### src/logic/stef_pkg.sv
/*
  shared constants of the status transition event filter: register
  selects, bit positions of both status groups, masks, limits, presets.
  assumes nothing beyond a SystemVerilog compiler.
*/
package stef_pkg;
  localparam int REG_W = 16;
  localparam int SEL_W = 4;

  // register select codes on the command port
  localparam logic [3:0] SEL_FAULT_COND = 4'h0;
  localparam logic [3:0] SEL_FAULT_EVENT = 4'h1;
  localparam logic [3:0] SEL_FAULT_ENAB = 4'h2;
  localparam logic [3:0] SEL_FAULT_FALL = 4'h3;
  localparam logic [3:0] SEL_FAULT_RISE = 4'h4;
  localparam logic [3:0] SEL_RUN_COND = 4'h5;
  localparam logic [3:0] SEL_RUN_EVENT = 4'h6;
  localparam logic [3:0] SEL_RUN_ENAB = 4'h7;
  localparam logic [3:0] SEL_RUN_FALL = 4'h8;
  localparam logic [3:0] SEL_RUN_RISE = 4'h9;

  // fault group bit positions
  localparam int FB_HIGH_VOLTAGE = 0;
  localparam int FB_CURRENT_LIMIT = 1;
  localparam int FB_BLOWN_FUSE = 2;
  localparam int FB_HEAT = 4;
  localparam int FB_REMOTE_INHIBIT = 9;
  localparam int FB_UNREGULATED = 10;
  localparam int FB_MEAS_OVERLOAD = 14;

  // run group bit positions
  localparam int RB_CAL_BUSY = 0;
  localparam int RB_AWAIT_TRIG = 5;
  localparam int RB_VOLT_HELD = 8;
  localparam int RB_CURR_POS = 10;
  localparam int RB_CURR_NEG = 11;

  localparam logic [15:0] FAULT_MASK = 16'h4617;
  localparam logic [15:0] RUN_MASK = 16'h0d21;

  // largest accepted values for writes
  localparam logic [15:0] EDGE_SEL_LIMIT = 16'h7fd7;
  localparam logic [15:0] FAULT_ENAB_LIMIT = 16'h7fff;
  localparam logic [15:0] RUN_ENAB_LIMIT = 16'h7fd7;

  localparam logic [15:0] RISE_PRESET = 16'h7fd7;
  localparam logic [15:0] FALL_PRESET = 16'h0000;
  localparam logic [15:0] ENAB_PRESET = 16'h0000;

  // status byte positions of the two summary bits
  localparam int SB_FAULT_SUMMARY = 3;
  localparam int SB_RUN_SUMMARY = 7;
endpackage : stef_pkg

### src/logic/stef_group_if.sv
/*
  carrier between the top and one status group instance.
  assumes the top drives the ctrl side and the group the grp side.
*/
`timescale 1ns/1ps
interface stef_group_if;
  logic wr_fall;
  logic wr_rise;
  logic wr_enab;
  logic [15:0] wdata;
  logic preset;
  logic clr_event;
  logic [15:0] cond;
  logic [15:0] fall_sel;
  logic [15:0] rise_sel;
  logic [15:0] enab;
  logic [15:0] event_bits;
  logic summary;

  modport ctrl (
    output wr_fall, wr_rise, wr_enab, wdata, preset, clr_event, cond,
    input fall_sel, rise_sel, enab, event_bits, summary
  );
  modport grp (
    input wr_fall, wr_rise, wr_enab, wdata, preset, clr_event, cond,
    output fall_sel, rise_sel, enab, event_bits, summary
  );
endinterface : stef_group_if

### src/logic/stef_group.sv
/*
  one status group: edge select filters, sticky event register,
  enable mask and summary bit.
  assumes cond is already synchronous to mclk and that clr_event and the
  write strobes are one-cycle pulses from the top.
*/
`timescale 1ns/1ps
module stef_group #(
  parameter logic [15:0] DEF_MASK = 16'h0000,
  parameter logic [15:0] ENAB_LIMIT = 16'h7fff
) (
  input wire logic mclk,
  input wire logic sys_rst,
  stef_group_if.grp gi
);
  import stef_pkg::*;

  typedef struct packed {
    logic [15:0] fall;
    logic [15:0] rise;
    logic [15:0] enab;
    logic [15:0] event_bits;
    logic [15:0] prev;
  } stef_grp_state_t;

  stef_grp_state_t r_reg;
  stef_grp_state_t r_next;
  logic [15:0] hits;

  always_comb begin
    r_next = r_reg;
    r_next.prev = gi.cond;
    hits = ((~r_reg.prev & gi.cond & r_reg.rise) | (r_reg.prev & ~gi.cond & r_reg.fall)) & DEF_MASK;
    // a latch in the clearing cycle is ORed in after the clear, so it survives
    r_next.event_bits = (gi.clr_event ? 16'h0000 : r_reg.event_bits) | hits;
    if (gi.preset) begin
      r_next.rise = RISE_PRESET & DEF_MASK;
      r_next.fall = FALL_PRESET;
      r_next.enab = ENAB_PRESET;
    end else begin
      // out-of-range values are refused and the old setting kept
      if (gi.wr_fall && gi.wdata <= EDGE_SEL_LIMIT) begin
        r_next.fall = gi.wdata & DEF_MASK;
      end
      if (gi.wr_rise && gi.wdata <= EDGE_SEL_LIMIT) begin
        r_next.rise = gi.wdata & DEF_MASK;
      end
      if (gi.wr_enab && gi.wdata <= ENAB_LIMIT) begin
        r_next.enab = gi.wdata & DEF_MASK;
      end
    end
  end

  always_ff @(posedge mclk or posedge sys_rst) begin
    if (sys_rst) begin
      r_reg.fall <= FALL_PRESET;
      r_reg.rise <= RISE_PRESET & DEF_MASK;
      r_reg.enab <= ENAB_PRESET;
      r_reg.event_bits <= 16'h0000;
      r_reg.prev <= 16'h0000;
    end else begin
      r_reg <= r_next;
    end
  end

  assign gi.fall_sel = r_reg.fall;
  assign gi.rise_sel = r_reg.rise;
  assign gi.enab = r_reg.enab;
  assign gi.event_bits = r_reg.event_bits;
  assign gi.summary = |(r_reg.event_bits & r_reg.enab);
endmodule : stef_group

### src/logic/stef_top.sv
/*
  status transition event filter: fault and run status groups behind a
  register-select command port, with the two status byte summary bits.
  assumes status pins are asynchronous to mclk and that the command
  port is driven synchronously by the command interpreter.
*/
// Functional notes
// - falling select latches event on 1-to-0
// - rising select latches event on 0-to-1
// - both selects latch either direction
// - neither select never latches the event
// - fault event read-only, cleared by read
// - fault condition reads live status
// - status bit 3 ORs enabled fault events
// - preset falling 0, rising 32727; limit 32727
// - fault bits 0,1,2: voltage, current, fuse
// - fault bits 4,9,10: heat, inhibit, unregulated
// - fault bit 14 overload; others unused
// - edge selects writable and read back
// - run bits 0,5,8,10,11 defined
// - status bit 7 ORs enabled run events
// - run event read then cleared
// - preset sets rising, clears falling, enables
`timescale 1ns/1ps
module stef_top (
  input wire logic mclk,
  input wire logic sys_rst,
  input wire logic high_voltage_trip,
  input wire logic current_limit_trip,
  input wire logic blown_fuse,
  input wire logic heat_trip,
  input wire logic remote_inhibit,
  input wire logic output_unregulated,
  input wire logic meas_overload,
  input wire logic cal_busy,
  input wire logic awaiting_trigger,
  input wire logic voltage_held_mode,
  input wire logic current_held_positive,
  input wire logic current_held_negative,
  input wire logic [stef_pkg::SEL_W-1:0] cmd_sel,
  input wire logic cmd_wr,
  input wire logic cmd_rd,
  input wire logic [stef_pkg::REG_W-1:0] cmd_wdata,
  input wire logic stat_preset,
  output logic [stef_pkg::REG_W-1:0] rsp_rdata,
  output logic rsp_valid,
  output logic fault_group_summary,
  output logic run_group_summary
);
  import stef_pkg::*;

  typedef struct packed {
    logic [15:0] f_s1;
    logic [15:0] f_s2;
    logic [15:0] f_s3;
    logic [15:0] r_s1;
    logic [15:0] r_s2;
    logic [15:0] r_s3;
    logic [15:0] f_cond;
    logic [15:0] r_cond;
    logic [15:0] rdata;
    logic rvalid;
  } stef_top_state_t;

  stef_top_state_t s_reg;
  stef_top_state_t s_next;
  logic [15:0] fault_pins;
  logic [15:0] run_pins;

  stef_group_if fault_if ();
  stef_group_if run_if ();

  // a synchronised bit is accepted once the second and third stages agree
  function automatic logic [15:0] stef_settle(input logic [15:0] cur, input logic [15:0] s2,
                                              input logic [15:0] s3);
    // hold the accepted value while the stages disagree, follow them once they agree
    stef_settle = (cur & (s2 ^ s3)) | (s2 & (s2 ~^ s3));
  endfunction : stef_settle

  always_comb begin
    fault_pins = 16'h0000;
    fault_pins[FB_HIGH_VOLTAGE] = high_voltage_trip;
    fault_pins[FB_CURRENT_LIMIT] = current_limit_trip;
    fault_pins[FB_BLOWN_FUSE] = blown_fuse;
    fault_pins[FB_HEAT] = heat_trip;
    fault_pins[FB_REMOTE_INHIBIT] = remote_inhibit;
    fault_pins[FB_UNREGULATED] = output_unregulated;
    fault_pins[FB_MEAS_OVERLOAD] = meas_overload;
    run_pins = 16'h0000;
    run_pins[RB_CAL_BUSY] = cal_busy;
    run_pins[RB_AWAIT_TRIG] = awaiting_trigger;
    run_pins[RB_VOLT_HELD] = voltage_held_mode;
    run_pins[RB_CURR_POS] = current_held_positive;
    run_pins[RB_CURR_NEG] = current_held_negative;
  end

  always_comb begin
    s_next = s_reg;
    s_next.f_s1 = fault_pins;
    s_next.f_s2 = s_reg.f_s1;
    s_next.f_s3 = s_reg.f_s2;
    s_next.r_s1 = run_pins;
    s_next.r_s2 = s_reg.r_s1;
    s_next.r_s3 = s_reg.r_s2;
    s_next.f_cond = stef_settle(s_reg.f_cond, s_reg.f_s2, s_reg.f_s3) & FAULT_MASK;
    s_next.r_cond = stef_settle(s_reg.r_cond, s_reg.r_s2, s_reg.r_s3) & RUN_MASK;
    s_next.rvalid = cmd_rd;
    if (cmd_rd) begin
      unique case (cmd_sel)
        SEL_FAULT_COND: s_next.rdata = s_reg.f_cond;
        SEL_FAULT_EVENT: s_next.rdata = fault_if.event_bits;
        SEL_FAULT_ENAB: s_next.rdata = fault_if.enab;
        SEL_FAULT_FALL: s_next.rdata = fault_if.fall_sel;
        SEL_FAULT_RISE: s_next.rdata = fault_if.rise_sel;
        SEL_RUN_COND: s_next.rdata = s_reg.r_cond;
        SEL_RUN_EVENT: s_next.rdata = run_if.event_bits;
        SEL_RUN_ENAB: s_next.rdata = run_if.enab;
        SEL_RUN_FALL: s_next.rdata = run_if.fall_sel;
        SEL_RUN_RISE: s_next.rdata = run_if.rise_sel;
        default: s_next.rdata = 16'h0000;
      endcase
    end
  end

  always_ff @(posedge mclk or posedge sys_rst) begin
    if (sys_rst) begin
      s_reg <= '0;
    end else begin
      s_reg <= s_next;
    end
  end

  // condition registers are read-only: no write strobe reaches them
  assign fault_if.cond = s_reg.f_cond;
  assign fault_if.wdata = cmd_wdata;
  assign fault_if.preset = stat_preset;
  assign fault_if.wr_fall = cmd_wr && cmd_sel == SEL_FAULT_FALL;
  assign fault_if.wr_rise = cmd_wr && cmd_sel == SEL_FAULT_RISE;
  assign fault_if.wr_enab = cmd_wr && cmd_sel == SEL_FAULT_ENAB;
  assign fault_if.clr_event = cmd_rd && cmd_sel == SEL_FAULT_EVENT;

  assign run_if.cond = s_reg.r_cond;
  assign run_if.wdata = cmd_wdata;
  assign run_if.preset = stat_preset;
  assign run_if.wr_fall = cmd_wr && cmd_sel == SEL_RUN_FALL;
  assign run_if.wr_rise = cmd_wr && cmd_sel == SEL_RUN_RISE;
  assign run_if.wr_enab = cmd_wr && cmd_sel == SEL_RUN_ENAB;
  assign run_if.clr_event = cmd_rd && cmd_sel == SEL_RUN_EVENT;

  stef_group #(
    .DEF_MASK(FAULT_MASK),
    .ENAB_LIMIT(FAULT_ENAB_LIMIT)
  ) u_fault (
    .mclk(mclk),
    .sys_rst(sys_rst),
    .gi(fault_if)
  );

  stef_group #(
    .DEF_MASK(RUN_MASK),
    .ENAB_LIMIT(RUN_ENAB_LIMIT)
  ) u_run (
    .mclk(mclk),
    .sys_rst(sys_rst),
    .gi(run_if)
  );

  assign rsp_rdata = s_reg.rdata;
  assign rsp_valid = s_reg.rvalid;
  assign fault_group_summary = fault_if.summary;
  assign run_group_summary = run_if.summary;
endmodule : stef_top

### config.mk
export PLATFORM = sky130hd
export DESIGN_NAME = stef_top
export DESIGN_NICKNAME = d
export VERILOG_FILES = /design/src/logic/stef_pkg.sv /design/src/logic/stef_group_if.sv /design/src/logic/stef_group.sv /design/src/logic/stef_top.sv
export SDC_FILE = /design/constraint.sdc
export NUM_CORES = 1
export LEC_CHECK = 0
export BUFFER_PORTS_ARGS = -buffer_cell sky130_fd_sc_hd__clkbuf_2
export CORE_MARGIN = 3
export CORE_UTILIZATION = 50
export DETAILED_ROUTE_END_ITERATION = 12
export HOLD_SLACK_MARGIN = 0.05
export PLACE_DENSITY = 0.71
export REMOVE_ABC_BUFFERS = 1
export SKIP_CTS_REPAIR_TIMING = 1
export SYNTH_ARGS = -nofsm -noshare
export SYNTH_HDL_FRONTEND = slang
export SYNTH_HIERARCHICAL = 1
export SYNTH_SLANG_ARGS = --single-unit
export TNS_END_PERCENT = 10
### constraint.sdc
create_clock -name mclk -period 1.8 [get_ports mclk]
set_clock_uncertainty 0.15 [all_clocks]
set_input_delay 0 -clock mclk [delete_from_list [all_inputs] [get_ports mclk]]
set_output_delay 0 -clock mclk [all_outputs]
set_load 0.02 [all_outputs]
# --- Word level (Yosys, flattened, before mapping) ---
# Cells that the tools add are included.
# Widths: inputs -> output; s select.
totals:
  input_bits: 37
  word_cells: 93
  register_bits: 205
op_classes:
  muxes: 11
  n_reduce_logical: 23
  eq_ne: 9
  bitwise_logic: 28
  n_lt_le_gt_ge: 2
op_table:
  columns: ["op", "n"]
  rows:
  - ["$pmux 16 s10", 1]
  - ["$mux 16", 8]
  - ["$mux 48", 2]
  - ["$and 15x15->15", 6]
  - ["$and 12x12->12", 6]
  - ["$and 16x16->16", 2]
  - ["$le 16x15->1 const B", 2]
  - ["$reduce_or 16->1", 2]
  - ["$not 15->15", 2]
  - ["$or 15x15->15", 2]
  - ["$not 12->12", 2]
  - ["$or 12x12->12", 2]
  - ["$eq 4x3->1 const B", 4]
  - ["$or 16x12->16", 1]
  - ["$or 16x15->16", 1]
  - ["$xnor 15x15->15", 1]
  - ["$xor 15x15->15", 1]
  - ["$logic_and 1x1->1", 14]
  - ["$reduce_bool 2->1", 6]
  - ["$xnor 12x12->12", 1]
  - ["$xor 12x12->12", 1]
  - ["$eq 4x2->1 const B", 2]
  - ["$eq 4x4->1 const B", 2]
  - ["$eq 4x1->1 const B", 1]
  - ["$logic_not 4->1", 1]

# --- Longest topological paths before layout ---
# Gate-level depths: netlist of the first run.
logic_depth:
  ltp_word: 5
  mapped_depth: 9
  mapped_depth_nobuf: 6

# --- Hierarchy ---
# Netlist of the first run, hierarchy kept.
by_module_without_submodules:
  columns: ["module", "seq_area_each_um2", "area_per_inst_um2", "cells_each", "instances"]
  rows:
  - ["stef_top", 1626.6, 3706.1, 332, 1]
  - ["stef_group (u_fault)", 884.6, 2157.1, 213, 1]
  - ["stef_group (u_run)", 630.6, 1637.8, 166, 1]

# --- Least setup slack after synthesis of the first run ---
# No wires, ideal clock.
synth_path:
  kind: "input-to-reg"
  startpoint: "in cmd_sel[0] in the netlist's numbering"
  endpoint: "reg u_fault.r_reg (netlist bit u_fault/gi.rise_sel[0])"
  cell_stages: 8
  arrival_time_ns: 1.459
  setup_ns: 0.075
  setup_slack_ns: 0.116
  cell_sequence: "buf_4 -> buf_4 -> nor2_1 -> and3_1 -> nor2b_1 -> o211ai_1 -> o211ai_4 -> mux2i_1"
synth_between:
  elab_chain_len: 4
synth_rtl:
  columns: ["element", "line_no", "rtl"]
  rows:
  - ["from (decl)", "stef_top.sv:40", "input wire logic [stef_pkg::SEL_W-1:0] cmd_sel,"]
  - ["$eq 4x3->1", "stef_top.sv:138", "assign fault_if.wr_rise = cmd_wr && cmd_sel == SEL_FAULT_RISE;"]
  - ["$logic_and 1x1->1", "stef_top.sv:138", null]
  - ["via fault_if.wr_rise", "stef_group_if.sv:8", "logic wr_rise;"]
  - ["$logic_and 1x1->1", "stef_group.sv:45", "if (gi.wr_rise && gi.wdata <= EDGE_SEL_LIMIT) begin"]
  - ["$reduce_bool 2->1 (no source line)", null, null]
  - ["to (signal assigned)", "stef_group.sv:62", "r_reg <= r_next;"]
  - ["to (decl)", "stef_group.sv:26", "stef_grp_state_t r_reg;"]
# The timed path passes the listed nets, and every way through them passes these cells.
# A chain may end at the register's enable or synchronous reset.

# --- Worst setup path in the final report of the first run ---
layout_path:
  startpoint: "reg u_fault/gi.enab[0] (netlist name)"
  endpoint: "out fault_group_summary"
layout_between:
  elab_chain_len: 2
layout_rtl:
  columns: ["element", "line_no", "rtl"]
  rows:
  - ["$and 16x16->16", "stef_group.sv:70", "assign gi.summary = |(r_reg.event_bits & r_reg.enab);"]
  - ["$reduce_or 16->1", "stef_group.sv:70", null]
  - ["to (decl)", "stef_top.sv:47", "output logic fault_group_summary,"]
# Every way passes these cells.

==> impl_metrics.json, run 1 <==
{
  "rsz0062_at_grt": "no",
  "max_freq_ghz": 0.585,
  "p_leak_nw": 3.86,
  "ant_nets": 0,
  "drv_slew": 0,
  "grt_pass1_wl_mm": 26.2,
  "fill_cells": 1263,
  "yosysWarnings": 6,
  "hold_start": "cmd_wdata[15]",
  "grt_overflow_total": 0,
  "stdcell_count": 942,
  "numCtsBuffers": 17,
  "area_delta_synth_final_pct": 8.23,
  "critPathArrivalTime_ns": 1.56,
  "rows": 44,
  "grt_usage_pct": 20.6,
  "grt_pass1_vias": 4937,
  "dp.final_hpwl_mm": 12.0,
  "place_worst_setup_slack_ns": -0.0146,
  "drt_iter0_markers": 318,
  "setup_slack_ns": 0.0897,
  "diodes": 0,
  "layout_common_cells": "114 x dfrtp_1, 80 x conb_1, 55 x clkbuf_2, 48 x mux2i_1, 39 x nor2_1",
  "wl_per_cell_um": 17.6,
  "crit_type": "reg -> out",
  "endpoint_kind": "output port",
  "firstDrtPassIters": 5,
  "core_mm2": 0.0146,
  "seqPwrFrac_pct": 43.3,
  "fp.dieW_um": 128,
  "fin_crit_ns": 1.71,
  "hold_viol": 0,
  "fin_util_pct": 55.6,
  "clkSinkCount": 125,
  "antenna_found_initial": 0,
  "powerDensity_mw_per_mm2": 889,
  "cts_tree": "done",
  "tightestPinTransition_ns": 0.512,
  "synthCells": 710,
  "die_h_um": 128,
  "cp_max_fo": 3,
  "p_int_w": 0.00542,
  "setup_violations": 0,
  "hold_path.class": "in -> reg",
  "status": "finished, final reports clean",
  "avgSynthCellArea_um2": 10.6,
  "routed_wl_mm": 16.6,
  "final_cell_area_mm2": 0.00811,
  "switching_share_pct": 24.9,
  "worstPathRequired_ns": 1.65,
  "via_count": 5115,
  "synth_area_mm2": 0.00750,
  "p_sw_w": 0.00180,
  "drc": 0,
  "drive_gt1_share_pct": 20.8,
  "cp_cell_sequence": "a222oi_1, nand3_1, clkbuf_2",
  "final_common_cell": "dfrtp_1",
  "reg2reg_depth": 4,
  "clock_latency_ns": 0.41,
  "r2r-start": "fault_if.cond[14]$_DFF_PP0_",
  "slew_headroom_pct": 65.9,
  "io_pins": 56,
  "cts-root-buf": "clkbuf_16",
  "gp_congestion": 0.896,
  "initial_utilization_pct": 51.4,
  "whs_ns": 0.0321,
  "place_inst": 884,
  "r2r-end": "rsp_rdata[14]$_DFFE_PP0P_",
  "dieArea_mm2": 0.0165,
  "critPathLaunchType": "flop",
  "multi_input_area_mm2": 0.00326,
  "drv_cap": 0,
  "r2r_slack_ns": 0.14,
  "h-tree-depth": 4,
  "seq_area_mm2": 0.00314,
  "grt_max_degree": 38,
  "holdPathEnd": "u_run/gi.rise_sel[11]$_DFFE_PP1P_",
  "crit_family": "flip-flops",
  "clockBufferDepth": 2,
  "path_buf_inv": 1,
  "port-buffer-count": 55,
  "crit_slowest_cell": "dfrtp_1",
  "clk_pin_slew_ns": 0.05,
  "p_clk_share_pct": 44.3,
  "pwr-share-comb_pct": 12.5,
  "largest_reg_flops": 24,
  "drt-vias-per-instance": 5.43,
  "final_nets": 795,
  "placed_area_mm2": 0.00729,
  "max_stage_delay_ns": 0.39,
  "ir_drop_mv": 0.578,
  "worstHoldPathCells": 4,
  "finalCritPeriodShare_pct": 95.0
}
-- how the worst max path moves through the flow --
stage                              startpoint                                  to  slack [ns]  cells after the start
2_1_floorplan                         sys_rst          fault_if.cond[0]$_DFF_PP0_        0.02                      1
3_3_place_gp                       cmd_sel[1]  u_fault/gi.fall_sel[4]$_DFFE_PP0P_        0.08                      7
3_5_place_dp                       cmd_sel[1]  u_fault/gi.fall_sel[2]$_DFFE_PP0P_       -0.01                      7
4_1_cts        u_fault/gi.enab[0]$_DFFE_PP0P_                 fault_group_summary        0.09                      3
5_1_grt                          cmd_wdata[9]  u_fault/gi.rise_sel[4]$_DFFE_PP1P_       0.007                      6
6_report       u_fault/gi.enab[0]$_DFFE_PP0P_                 fault_group_summary        0.09                      3
-- cell type report --
cell class,instances,share of cell area [%]
multi-input cells,466,40.2
flip-flops and latches,125,38.7
repair buffers,119,10.6
clock buffers,24,6.06
well taps,184,2.84
clock inverters,7,0.817
inverters,17,0.786
-- per-stage QoR --
step	power, W	TNS, ns
2_1_floorplan	0.00360	0
3_3_place_gp	0.00398	0
3_5_place_dp	0.00401	-0.0194
4_1_cts	0.00722	0
5_1_grt	0.00751	0
6_report	0.00721	0
-- worst min-delay path: stages --
cell and delay, ns:
clkbuf_2 0.20, or3b_1 0.19, buf_12 0.13, mux2i_1 0.07
-- layer usage --
layer	global-route usage (%)	share of wire, %	vias up	routed length (um)
li1	-	-	2390	-
met1	27.7	44	2515	7250
met2	32.2	47	180	7870
met3	4.03	6.2	30	1030
met4	9.43	2.7	0	452
met5	0	0	-	0
-- power groups by stage --
stage                     Combinational [W]  Sequential, W  Clock (W)
after floorplan                    0.000431        0.00317          0
after global placement             0.000820        0.00316          0
after detailed placement           0.000842        0.00316          0
after CTS                          0.000847        0.00312    0.00325
after global routing               0.000991        0.00314    0.00338
final                              0.000899        0.00312    0.00319
Note: power is estimated with default switching activity, not from simulation.
==> run 2, diff against run 1 <==
==> constraint.sdc (replaced) <==
create_clock -name mclk -period 1.8 [get_ports mclk]
set_clock_uncertainty 0.15 [all_clocks]
set_input_delay 0.18 -clock mclk [delete_from_list [all_inputs] [get_ports mclk]]
set_output_delay 0.18 -clock mclk [all_outputs]
set_load 0.02 [all_outputs]
==> run 2 against run 1 <==
The flow now finishes with violations (setup timing); worst setup slack got worse by 0.14 ns; highest routed layer unchanged; non-clock buffer count rose by 9; sequential power is essentially flat; clock-buffer cell count down 2.
==> impl_metrics.json, run 2 (synthesis gave the netlist of run 1 again) <==
{
  "worstHoldPathCells": 4,
  "gp_congestion": 0.936,
  "p_total_w": 0.00742,
  "reg2reg_depth": 4,
  "grt_overflow_total": 0,
  "status": "finished with violations",
  "area_delta_synth_final_pct": 9.93,
  "place_worst_setup_slack_ns": -0.0661,
  "grt_pass1_vias": 5284,
  "fp.dieW_um": 128,
  "largest_reg_flops": 24,
  "h-tree-depth": 4,
  "fin_util_pct": 56.5,
  "drv_slew": 0,
  "setup_violations": 2,
  "crit_type": "reg -> out",
  "final_common_cell": "dfrtp_1",
  "clkSinkCount": 125,
  "port-buffer-count": 55,
  "hold_viol": 0,
  "tightestPinTransition_ns": 0.556,
  "clockBufferDepth": 2,
  "critPathArrivalTime_ns": 1.52,
  "dp.final_hpwl_mm": 12.8,
  "drc": 0,
  "p_leak_nw": 3.93,
  "firstDrtPassIters": 7,
  "final_nets": 804,
  "antenna_found_initial": 0,
  "max_stage_delay_ns": 0.41,
  "grt_usage_pct": 22.0,
  "cts-root-buf": "clkbuf_16",
  "rsz0062_at_grt": "yes",
  "die_h_um": 128,
  "clock_latency_ns": 0.42,
  "cp_max_fo": 3,
  "worstPathRequired_ns": 1.47,
  "endpoint_kind": "output port",
  "fin_crit_ns": 1.85,
  "drt_iter0_markers": 391,
  "drive_gt1_share_pct": 23.0,
  "hold_path.class": "in -> reg",
  "drv_cap": 0,
  "drt-vias-per-instance": 5.41,
  "dieArea_mm2": 0.0165,
  "wl_per_cell_um": 18.1,
  "diodes": 0,
  "grt_pass1_wl_mm": 28.0,
  "whs_ns": 0.0423,
  "initial_utilization_pct": 51.4,
  "cts_tree": "done",
  "cp_cell_sequence": "a222oi_1, nand3_1, buf_2",
  "final_cell_area_mm2": 0.00824,
  "finalCritPeriodShare_pct": 103,
  "max_freq_ghz": 0.539,
  "rows": 44,
  "routed_wl_mm": 17.2,
  "via_count": 5155,
  "numCtsBuffers": 17,
  "crit_slowest_cell": "dfrtp_1",
  "powerDensity_mw_per_mm2": 900,
  "grt_max_degree": 36,
  "core_mm2": 0.0146,
  "placed_area_mm2": 0.00746,
  "setup_slack_ns": -0.0538,
  "clk_pin_slew_ns": 0.05,
  "ant_nets": 0,
  "io_pins": 56,
  "critPathLaunchType": "flop",
  "slew_headroom_pct": 62.9,
  "layout_common_cells": "114 x dfrtp_1, 80 x conb_1, 53 x clkbuf_2, 48 x mux2i_1, 47 x buf_4",
  "violations": "setup timing",
  "ir_drop_mv": 0.656
}
-- run 2: worst paths after layout --
check / from / endpoint / slack [ns]
max: u_fault/gi.enab[0]$_DFFE_PP0P_ / fault_group_summary / -0.05
min: cmd_wdata[9] / u_fault/gi.rise_sel[9]$_DFFE_PP1P_ / 0.04
max reg2reg: fault_if.cond[9]$_DFF_PP0_ / rsp_rdata[9]$_DFFE_PP0P_ / 0.11
min reg2reg: s_next[117]$_DFF_PP0_ / s_next[101]$_DFF_PP0_ / 0.20
max in group asynchronous: sys_rst / s_reg[98]$_DFF_PP0_ / 0.73
min in group asynchronous: sys_rst / rsp_rdata[5]$_DFFE_PP0P_ / 0.23
-- run 2: report_power, final --
group | leakage, nW | internal (W) | switching (W) | total (W)
clock network | 0.278 | 0.00214 | 0.00123 | 0.00337
registers | 1.51 | 0.00299 | 0.000133 | 0.00312
logic | 2.14 | 0.000417 | 0.000508 | 0.000925
-- run 2: area by class of cell --
type / instances / area [um2]
clock inverters: 10 / 114
repair buffers: 128 / 958
multi-input cells: 466 / 3260
fillers: 1270 / 6350
flip-flops and latches: 125 / 3140
inverters: 17 / 63.8
well taps: 184 / 230
clock buffers: 22 / 474
-- run 2: per-stage QoR --
step,TNS (ns),std cells
floorplan,-10.17,608
global placement,-0.0769,901
detailed placement,-0.561,901
CTS,-0.118,933
global route,-0.274,952
finish,-0.0652,952
-- run 2: critical path, delay by kind of cell (launching register included) --
family	cells	cell delay, ns
flops	1	0.41
simple gates	1	0.15
buf+inv	1	0.19
compound gates	1	0.35
-- run 2: per-layer routing --
layer / track usage (%) / share of wire, %
met1: 29.1 / 46
met2: 34.9 / 47
met3: 4.90 / 4.8
met4: 9.61 / 2.8
met5: 0 / 0
